### src/pkg/nibble_cpu_defs.svh
// Constants for the nibble core: opcodes, reset values and warm-up counts.
`ifndef NIBBLE_CPU_DEFS_SVH
`define NIBBLE_CPU_DEFS_SVH
`define OP_ADC 5'h00
`define OP_ADD 5'h01
`define OP_SUB_BORROW 5'h02
`define OP_SUB 5'h03
`define OP_XOR 5'h04
`define OP_OR 5'h05
`define OP_AND 5'h06
`define OP_LDST 5'h07
`define OP_ADI 5'h08
`define OP_ADIM 5'h09
`define OP_SBI 5'h0a
`define OP_SBIM 5'h0b
`define OP_XORI 5'h0c
`define OP_ORI 5'h0d
`define OP_ANDI 5'h0e
`define OP_LOAD_IMM 5'h0f
`define OP_BR_NONZERO 5'h10
`define OP_BR_NOCARRY 5'h11
`define OP_BR_ZERO 5'h12
`define OP_BR_CARRY 5'h13
`define OP_CALL 5'h18
`define OP_DEC 5'h19
`define OP_RET 5'h1a
`define OP_SLEEP 5'h1b
`define OP_LJUMP_P0 5'h1c
`define OP_LJUMP_P1 5'h1d
`define OP_SHTJ 5'h1e
`define OP_NOP 5'h1f
`define DEC_ADD_SEL 4'h6
`define DEC_SUB_SEL 4'ha
`define PC_RESET 12'h000
`define IRQ_VEC_BASE 12'h001
`define STOP_WAKE_MASK 4'h9
`define WARM_RC_POR_CYC 15'h1000
`define WARM_RC_SHORT_CYC 15'h0100
`define WARM_XTAL_PAD_CYC 15'h0400
`define WARM_XTAL_LONG_CYC 16384
`endif

### src/pkg/nibble_cpu_pkg.sv
// Types shared by the nibble core and its bench.
`include "nibble_cpu_defs.svh"
package nibble_cpu_pkg;
	typedef enum logic [1:0] {
		ST_WARM = 2'b00,
		ST_RUN = 2'b01,
		ST_HALT = 2'b11,
		ST_STOP = 2'b10
	} cpu_state_type;
	typedef enum logic [1:0] {WK_POR = 2'b00, WK_PAD = 2'b01, WK_STOP = 2'b10} warm_kind_type;
	typedef struct packed {
		logic en;
		logic [9:0] addr;
		logic [3:0] data;
	} mem_wr_type;
	typedef struct packed {
		cpu_state_type st;
		warm_kind_type wk;
		logic [14:0] warm_cnt;
		logic [11:0] pc;
		logic [3:0] ac;
		logic carry_flag;
		logic [3:0] table_branch_reg;
		logic [3:0][12:0] stack;
		logic [1:0] sp;
		logic in_isr;
		logic [3:0] pend;
		logic [3:0] ack;
		mem_wr_type wr;
		logic [3:0] irq_m;
		logic [3:0] irq_s;
		logic pad_m;
		logic pad_s;
		logic rc_m;
		logic rc_s;
	} core_state_type;
endpackage

### src/rtl/nibble_cpu_instruction_exec.sv
// Single-cycle decode and execute core of the 4-bit micro-controller.
`include "nibble_cpu_defs.svh"
// Overview of operation
// - Every instruction is one 16-bit word executed in one cycle.
// - Add memory, working register and carry; optional write-back to memory.
// - Add memory and working register without carry-in; optional write-back.
// - Memory plus inverted working register plus carry; optional write-back.
// - Memory plus inverted working register plus one; optional write-back.
// - XOR, OR, AND with working register leave carry unchanged.
// - Shift right inserts zero on top, old bit 0 goes to carry.
// - Immediate add or subtract with memory; odd opcodes also write memory.
// - Immediate XOR, OR, AND write register and memory, carry kept.
// - Decimal adjust after add or subtract writes register, memory, carry.
// - Load, store, and load-immediate into both register and memory.
// - Branch on register zero, nonzero, carry set, carry clear.
// - Branch when the selected working register bit is one.
// - Call pushes carry and next address, keeps the page bit.
// - Value return loads table register and working register; irq return restores carry.
// - Long jump loads target together with the page bit.
// - Table jump forms counter from upper bits, table register, working register.
// - All-ones word only advances the program counter.
// - Light sleep halts the core; any interrupt wakes it.
// - Deep sleep stops the chip; only port or external interrupt wakes.
// - After wake the service routine runs, then the instruction after sleep.
// - Warm-up counts before execution depend on oscillator mode and cause.
module nibble_cpu_instruction_exec #(
	parameter int unsigned WARM_XTAL_LONG = `WARM_XTAL_LONG_CYC
) (
	// Clock and reset.
	input wire logic clk_i,
	input wire logic sys_rst_i,
	// Pins from outside the clock domain.
	input wire logic pad_rst_n_i,
	input wire logic osc_rc_mode_i,
	input wire logic [3:0] irq_req_i,
	// Program ROM.
	output logic [11:0] rom_addr_o,
	input wire logic [15:0] rom_data_i,
	// Data RAM.
	output logic [9:0] mem_raddr_o,
	input wire logic [3:0] mem_rdata_i,
	output nibble_cpu_pkg::mem_wr_type mem_wr_o,
	// Status.
	output logic [3:0] irq_ack_o,
	output logic [3:0] working_nibble_o,
	output logic carry_flag_o,
	output logic [3:0] table_branch_o,
	output logic cpu_halted_o,
	output logic chip_stop_o,
	output logic warm_busy_o
);
	import nibble_cpu_pkg::*;

	core_state_type s_reg;
	core_state_type s_next;
	logic [15:0] instr;
	logic [4:0] op;
	logic [3:0] imm;
	logic [9:0] raddr;
	logic [3:0] mem_operand;
	logic [3:0] addb;
	logic cin;
	logic [4:0] sum;
	logic [3:0] lres;
	logic [3:0] lsrc;
	logic [3:0] pend_all;
	logic [1:0] vec_idx;
	logic take;
	logic exec;
	logic [14:0] warm_lim;
	logic [12:0] top;
	logic [11:0] pc_inc;
	logic [11:0] near_tgt;
	logic wflag;
	logic [3:0] wdat;

	// Instruction fields; the whole word arrives in one fetch.
	assign instr = rom_data_i;
	assign op = instr[15:11];
	assign imm = instr[10:7];
	assign pc_inc = s_reg.pc + 12'h001;
	assign near_tgt = {s_reg.pc[11], instr[10:0]};
	assign top = s_reg.stack[s_reg.sp - 2'd1];

	// Bank bits apply only to the accumulator type group.
	assign raddr = (op[4:3] == 2'b00) ? {instr[9:7], instr[6:0]} : {3'h0, instr[6:0]};
	// A write still in flight is forwarded to the reader.
	assign mem_operand = (s_reg.wr.en && s_reg.wr.addr == raddr) ? s_reg.wr.data : mem_rdata_i;

	// Adder operand selection for all add and subtract forms.
	always_comb begin
		addb = s_reg.ac;
		cin = 1'b0;
		case (op)
			`OP_ADC: cin = s_reg.carry_flag;
			`OP_ADD: cin = 1'b0;
			`OP_SUB_BORROW: begin
				addb = ~s_reg.ac;
				cin = s_reg.carry_flag;
			end
			`OP_SUB: begin
				addb = ~s_reg.ac;
				cin = 1'b1;
			end
			`OP_ADI, `OP_ADIM: addb = imm;
			`OP_SBI, `OP_SBIM: begin
				addb = ~imm;
				cin = 1'b1;
			end
			default: cin = 1'b0;
		endcase
	end

	// Carry is the fifth bit of a 4-bit add.
	assign sum = {1'b0, mem_operand} + {1'b0, addb} + {4'h0, cin};

	// Logic unit shared by register and immediate forms.
	assign lsrc = op[3] ? imm : s_reg.ac;
	always_comb begin
		case (op[1:0])
			2'b00: lres = mem_operand ^ lsrc;
			2'b01: lres = mem_operand | lsrc;
			default: lres = mem_operand & lsrc;
		endcase
	end

	// Pending requests and fixed priority, lowest index first.
	assign pend_all = s_reg.pend | s_reg.irq_s;
	always_comb begin
		vec_idx = 2'd3;
		for (int i = 3; i >= 0; i--) begin
			if (pend_all[i]) begin
				vec_idx = 2'(i);
			end
		end
	end
	assign take = (s_reg.st == ST_RUN || s_reg.st == ST_HALT) && !s_reg.in_isr && |pend_all;
	assign exec = (s_reg.st == ST_RUN) && !take;

	// Warm-up length by oscillator mode and by what started it.
	always_comb begin
		if (s_reg.rc_s) begin
			warm_lim = (s_reg.wk == WK_POR) ? `WARM_RC_POR_CYC : `WARM_RC_SHORT_CYC;
		end else begin
			warm_lim = (s_reg.wk == WK_PAD) ? `WARM_XTAL_PAD_CYC : 15'(WARM_XTAL_LONG);
		end
	end

	// Next-state logic for the whole core.
	always_comb begin
		s_next = s_reg;
		wflag = 1'b0;
		wdat = lres;
		s_next.irq_m = irq_req_i;
		s_next.irq_s = s_reg.irq_m;
		s_next.pad_m = pad_rst_n_i;
		s_next.pad_s = s_reg.pad_m;
		s_next.rc_m = osc_rc_mode_i;
		s_next.rc_s = s_reg.rc_m;
		s_next.ack = 4'h0;
		s_next.wr.en = 1'b0;
		s_next.pend = pend_all;
		case (s_reg.st)
			ST_WARM: begin
				if (s_reg.warm_cnt >= warm_lim - 15'h0001) begin
					s_next.st = ST_RUN;
					s_next.warm_cnt = 15'h0000;
				end else begin
					s_next.warm_cnt = s_reg.warm_cnt + 15'h0001;
				end
			end
			ST_STOP: begin
				if (|(pend_all & `STOP_WAKE_MASK)) begin
					s_next.st = ST_WARM;
					s_next.wk = WK_STOP;
					s_next.warm_cnt = 15'h0000;
				end
			end
			default: begin
				if (take) begin
					// Counter already points past a sleep, so return resumes after it.
					s_next.stack[s_reg.sp] = {s_reg.carry_flag, s_reg.pc};
					s_next.sp = s_reg.sp + 2'd1;
					s_next.pc = `IRQ_VEC_BASE + {10'h000, vec_idx};
					s_next.in_isr = 1'b1;
					s_next.st = ST_RUN;
					s_next.ack = 4'h1 << vec_idx;
					s_next.pend = pend_all & ~(4'h1 << vec_idx);
				end else if (exec) begin
					s_next.pc = pc_inc;
					case (op)
						`OP_ADC, `OP_ADD, `OP_SUB_BORROW, `OP_SUB: begin
							s_next.ac = sum[3:0];
							s_next.carry_flag = sum[4];
							wflag = instr[10];
							wdat = sum[3:0];
						end
						`OP_XOR, `OP_OR, `OP_AND: begin
							s_next.ac = lres;
							wflag = instr[10];
						end
						`OP_LDST: begin
							if (instr[10]) begin
								wflag = 1'b1;
								wdat = s_reg.ac;
							end else begin
								s_next.ac = mem_operand;
							end
						end
						`OP_ADI, `OP_ADIM, `OP_SBI, `OP_SBIM: begin
							s_next.ac = sum[3:0];
							s_next.carry_flag = sum[4];
							wflag = op[0];
							wdat = sum[3:0];
						end
						`OP_XORI, `OP_ORI, `OP_ANDI: begin
							s_next.ac = lres;
							wflag = 1'b1;
						end
						`OP_LOAD_IMM: begin
							s_next.ac = imm;
							wflag = 1'b1;
							wdat = imm;
						end
						`OP_BR_NONZERO: if (s_reg.ac != 4'h0) s_next.pc = near_tgt;
						`OP_BR_NOCARRY: if (!s_reg.carry_flag) s_next.pc = near_tgt;
						`OP_BR_ZERO: if (s_reg.ac == 4'h0) s_next.pc = near_tgt;
						`OP_BR_CARRY: if (s_reg.carry_flag) s_next.pc = near_tgt;
						5'h14, 5'h15, 5'h16, 5'h17: begin
							if (s_reg.ac[op[1:0]]) s_next.pc = near_tgt;
						end
						`OP_CALL: begin
							s_next.stack[s_reg.sp] = {s_reg.carry_flag, pc_inc};
							s_next.sp = s_reg.sp + 2'd1;
							s_next.pc = near_tgt;
						end
						`OP_DEC: begin
							wflag = (imm == `DEC_ADD_SEL) || (imm == `DEC_SUB_SEL);
							if (imm == `DEC_ADD_SEL) begin
								if (s_reg.ac > 4'h9 || s_reg.carry_flag) begin
									wdat = s_reg.ac + 4'h6;
									s_next.carry_flag = 1'b1;
								end else begin
									wdat = s_reg.ac;
									s_next.carry_flag = 1'b0;
								end
							end else begin
								if (s_reg.ac > 4'h9 || !s_reg.carry_flag) begin
									wdat = s_reg.ac + 4'ha;
									s_next.carry_flag = 1'b0;
								end else begin
									wdat = s_reg.ac;
									s_next.carry_flag = 1'b1;
								end
							end
							if (wflag) s_next.ac = wdat;
							if (!wflag) s_next.carry_flag = s_reg.carry_flag;
						end
						`OP_RET: begin
							s_next.sp = s_reg.sp - 2'd1;
							s_next.pc = top[11:0];
							if (instr[10]) begin
								s_next.carry_flag = top[12];
								s_next.in_isr = 1'b0;
							end else begin
								s_next.table_branch_reg = instr[7:4];
								s_next.ac = instr[3:0];
							end
						end
						`OP_SLEEP: s_next.st = instr[10] ? ST_STOP : ST_HALT;
						`OP_LJUMP_P0, `OP_LJUMP_P1: s_next.pc = {op[0], instr[10:0]};
						`OP_SHTJ: begin
							if (instr[10]) begin
								s_next.pc = {s_reg.pc[11:8], s_reg.table_branch_reg, s_reg.ac};
							end else begin
								s_next.ac = {1'b0, s_reg.ac[3:1]};
								s_next.carry_flag = s_reg.ac[0];
							end
						end
						default: s_next.pc = pc_inc;
					endcase
				end
			end
		endcase
		// Write-back is issued one cycle later from flip-flops.
		s_next.wr.en = wflag;
		s_next.wr.addr = raddr;
		s_next.wr.data = wdat;
		// Pad reset held low restarts with the short warm-up.
		if (!s_reg.pad_s) begin
			s_next.st = ST_WARM;
			s_next.wk = WK_PAD;
			s_next.warm_cnt = 15'h0000;
			s_next.pc = `PC_RESET;
			s_next.sp = 2'd0;
			s_next.in_isr = 1'b0;
			s_next.pend = 4'h0;
			s_next.ack = 4'h0;
			s_next.wr.en = 1'b0;
		end
	end

	// State register; power-on starts the long warm-up.
	always_ff @(posedge clk_i) begin
		if (sys_rst_i) begin
			s_reg <= '0;
			s_reg.pad_m <= 1'b1;
			s_reg.pad_s <= 1'b1;
		end else begin
			s_reg <= s_next;
		end
	end

	// Outputs from the state register, except the data read address taken from the instruction word.
	assign rom_addr_o = s_reg.pc;
	assign mem_raddr_o = raddr;
	assign mem_wr_o = s_reg.wr;
	assign irq_ack_o = s_reg.ack;
	assign working_nibble_o = s_reg.ac;
	assign carry_flag_o = s_reg.carry_flag;
	assign table_branch_o = s_reg.table_branch_reg;
	assign cpu_halted_o = (s_reg.st == ST_HALT);
	assign chip_stop_o = (s_reg.st == ST_STOP);
	assign warm_busy_o = (s_reg.st == ST_WARM);
endmodule

### config.mk
export PLATFORM = sky130hd
export DESIGN_NAME = nibble_cpu_instruction_exec
export DESIGN_NICKNAME = d
export VERILOG_FILES = /design/src/pkg/nibble_cpu_pkg.sv /design/src/rtl/nibble_cpu_instruction_exec.sv
export VERILOG_INCLUDE_DIRS = /design/src /design/src/pkg
export SDC_FILE = /design/constraint.sdc
export NUM_CORES = 1
export LEC_CHECK = 0
export BUFFER_PORTS_ARGS = -buffer_cell sky130_fd_sc_hd__buf_2
export CAP_MARGIN = 20
export CORE_UTILIZATION = 49
export CTS_CLUSTER_SIZE = 40
export DETAILED_ROUTE_END_ITERATION = 7
export GPL_TIMING_DRIVEN = 0
export PLACE_DENSITY = 0.68
export SLEW_MARGIN = 20
export SYNTH_ARGS = -nofsm -noshare
export SYNTH_HDL_FRONTEND = slang
export SYNTH_SLANG_ARGS = --single-unit
### constraint.sdc
create_clock -name clk_i -period 10.1 [get_ports clk_i]
set_input_delay 0.505 -clock clk_i [delete_from_list [all_inputs] [get_ports clk_i]]
set_output_delay 0.505 -clock clk_i [all_outputs]
set_load 0.005 [all_outputs]
==> metrics <==
min-delay src pad_rst_n_i; worst rel slew slack 0.361; Iter 0 DRT Violations 899; core box area 15400 µm²; Internal 0.000956 W; Design Area, Final 9130 µm²; drt wl/cell 19.1 µm; worst skew pair latency 0.44 ns; CP peak stage delay 0.55 ns; VDD IR-drop max 0.000163 V; Peak Freq 0.250 GHz; Critical Path Slowest Stage Cell or4_4; Startpoint Class primary input; commonest non-fill, non-tap cell in the layout nor2_1; # clock sinks 130; cells on worst reg2reg path 15; cells along the critical path buf_2 > buf_6 > xnor2_1 > a31o_1 > a22oi_1 > or4_4 > buf_6 > mux2i_1 > inv_1 > fa_1 > fa_1 > xor2_1 > a22oi_1 > o21ai_0 > nor3_1 > a21boi_0 > a2111oi_0; area occupied by registers 2600 µm²; Filler cells 1477; drt pass-1 iters 6; IO Port Bufs 77; number of synthesized flops with an enable pin 0; I/O pin cnt 81; GRT met1 Usage 0.417; commonest non-fill, non-tap cells in the layout nor2_1, dfxtp_1, buf_2, a211oi_1, a21oi_1; DP Area 8520 µm²; RSZ-0062 raised after global routing false; logic gate share of total power 0.091; initial antenna violation count 0; All-Layer GR Usage 0.301; NetSw 0.000328 W; Setup crit end kind flip-flop; Net Sw Frac 0.256; Yosys cell types 77; critical path peak fanout 10; Clock Tree Buf Depth 2; Flop pwr share 0.408; Crit path max-delay family compound AO/OA/AOI/OAI gates; #FFs+latches synth 130; Clock transition at path regs 0.06 ns; CP bufs+invs 4; setup bufs post-CTS 0; Multi-input gate area 4520 µm²; Leak Pwr 3.63 nW; Final HPWL DP 17.8 mm; global route overflow 0; Final Hold Vio Count 0; Final period util 0.395; outcome completed; GP Congestion 0.967; Post-layout nets 1105; post-cts gate resize count 0; Fin Setup TNS 0 ns; Crit Reg-Reg Startpoint mem_wr_o[11]$_SDFF_PP0_; worst r2r dst working_nibble_o[2]$_SDFFE_PP0P_; grt met2 use 0.463; Final min period 3.99 ns; initial core utilization 0.510; CTS tree done; first-pass GRT wire length 37.8 mm; Area Growth Syn to Fin 16.0%; Die H 129 µm; Setup Viol. Count Final 0; M3 GR Usage 0.0644; Crit path depth 17; ys async rst share 0; Mapped Area 7880 µm²; root buf cell clkbuf_16; vias in the first global route 6793; worst reg-to-reg setup slack 6.11 ns; die width 129 µm; PD cells 141 nW/µm²; Layout Skew 0.00968 ns; die area 16600 µm²; sequential share of the synthesized area 0.330; mean post-synth cell area 8.25 µm²; Crit Path Class primary input to flip-flop; max_cap viols 0; gate count of the mapped netlist 955; H-tree levels 4; Core Rows 45; largest net degree at the start of global routing 17; layout cells sized above 1 0.192; total number of vias 7630; cts hold-fix bufs 0; vias per cell 5.98; hold crit path type primary input to flip-flop; worst endpoint required time 10.42 ns; Hold Path Stages 2; Hold Path End s_next[2]$_SDFF_PP1_; syn nets 1009; Routed Antenna Nets 0; TritonCTS buffer count 17; Final Max Tran Viols 0; WP data arrival 4.32 ns; diode count 0; Most Crowded Layer GR met2; worst-margin pin slew 0.952 ns; Main synth FF type dfxtp_1; drt total wl 24.4 mm; clock power share 0.500; Yosys warnings 0; DRC Markers 0
worst register-to-register path, stage by stage (launching register included):
cell and delay (ns):
dfxtp_1 0.33, and4bb_1 0.26, a31o_1 0.09, a22oi_1 0.08, or4_4 0.55, buf_6 0.16
mux2i_1 0.26, inv_1 0.14, fa_1 0.54, fa_1 0.44, xor2_1 0.18, a22oi_1 0.10
o21ai_0 0.16, nor3_1 0.09, a21boi_0 0.13, a2111oi_0 0.36
power by group through the flow:
| stage | registers (W) | clock network (W) | logic [W] |
|---|---|---|---|
| final | 0.000524 | 0.000642 | 0.000117 |
| after global routing | 0.000525 | 0.000668 | 0.000126 |
| after CTS | 0.000524 | 0.000644 | 0.000115 |
| after detailed placement | 0.000536 | 0 | 0.000114 |
| after global placement | 0.000535 | 0 | 0.000113 |
| after floorplan | 0.000535 | 0 | 0.0000758 |
cells by family (layout without fill, tap and decap cells):
| logic type | count (synthesis) | count (layout) | share of synthesized area |
|---|---|---|---|
| simple gates | 340 | 340 | 0.212 |
| xor+xnor | 21 | 21 | 0.0234 |
| compound gates | 270 | 270 | 0.229 |
| mux | 33 | 33 | 0.0666 |
| flops | 130 | 130 | 0.330 |
| fa+ha+maj | 26 | 26 | 0.0432 |
| buf+inv | 135 | 244 | 0.0953 |
cell usage after synthesis (7+ instances only):
| master | n | share of area |
|---|---|---|
| mux4_2 | 14 | 0.040 |
| and2_1 | 11 | 0.0087 |
| nor2_1 | 132 | 0.063 |
| nor2b_1 | 27 | 0.021 |
| a211oi_1 | 66 | 0.063 |
| dfxtp_1 | 130 | 0.33 |
| xnor2_1 | 15 | 0.017 |
| a222oi_1 | 8 | 0.010 |
| a22oi_1 | 21 | 0.020 |
| o21ai_0 | 48 | 0.031 |
| a21oi_1 | 57 | 0.036 |
| nand2_1 | 49 | 0.023 |
| nand2b_1 | 17 | 0.014 |
| o22ai_1 | 10 | 0.0079 |
| ha_1 | 24 | 0.038 |
| nand4_1 | 7 | 0.0056 |
| inv_1 | 19 | 0.0091 |
| nor3_1 | 23 | 0.015 |
| a31oi_1 | 13 | 0.010 |
| clkbuf_1 | 44 | 0.021 |
| mux2i_1 | 16 | 0.020 |
| and3_1 | 15 | 0.012 |
| buf_4 | 49 | 0.047 |
| buf_2 | 9 | 0.0057 |
| nand3_1 | 23 | 0.015 |
how the worst max path moves through the flow:
stage                                        from                               end  slack, ns
after floorplan                     rom_data_i[7]  working_nibble_o[2]$_SDFFE_PP0P_       6.26
after global placement              rom_data_i[9]  working_nibble_o[2]$_SDFFE_PP0P_       5.72
after detailed placement            rom_data_i[9]  working_nibble_o[2]$_SDFFE_PP0P_       5.69
after CTS                           rom_data_i[9]  working_nibble_o[2]$_SDFFE_PP0P_       6.11
after global routing      mem_wr_o[13]$_SDFF_PP0_  working_nibble_o[2]$_SDFFE_PP0P_       5.86
final                               rom_data_i[9]  working_nibble_o[2]$_SDFFE_PP0P_       6.11
routing by layer:
| metal | vias to the layer above | wire (µm) |
|---|---|---|
| li1 | 3639 | - |
| met1 | 3542 | 10700 |
| met2 | 389 | 10700 |
| met3 | 60 | 2320 |
| met4 | 0 | 600 |
| met5 | - | 0 |
area by class of cell:
type                    instances  share of cell area
flip-flops and latches        130               0.285
inverters                      21             0.00863
multi-input cells             690               0.495
clock buffers                  18              0.0470
plain buffers                 114              0.0736
repair buffers                 77              0.0422
clock inverters                14              0.0196
well taps                     211              0.0289
per-stage QoR:
stage | utilization | total power, W | hold slack, ns | cells | worst slack (ns)
after global routing | 0.592 | 0.00132 | 0.272 | 1275 | 5.86
after floorplan | - | 0.000610 | 0.389 | 955 | 6.26
after global placement | 0.553 | 0.000649 | 0.395 | 1243 | 5.72
after CTS | 0.592 | 0.00128 | 0.265 | 1275 | 6.11
final | 0.592 | 0.00128 | 0.264 | 1275 | 6.11
after detailed placement | 0.553 | 0.000649 | 0.394 | 1243 | 5.69
Note: power is estimated with default switching activity, not from simulation.
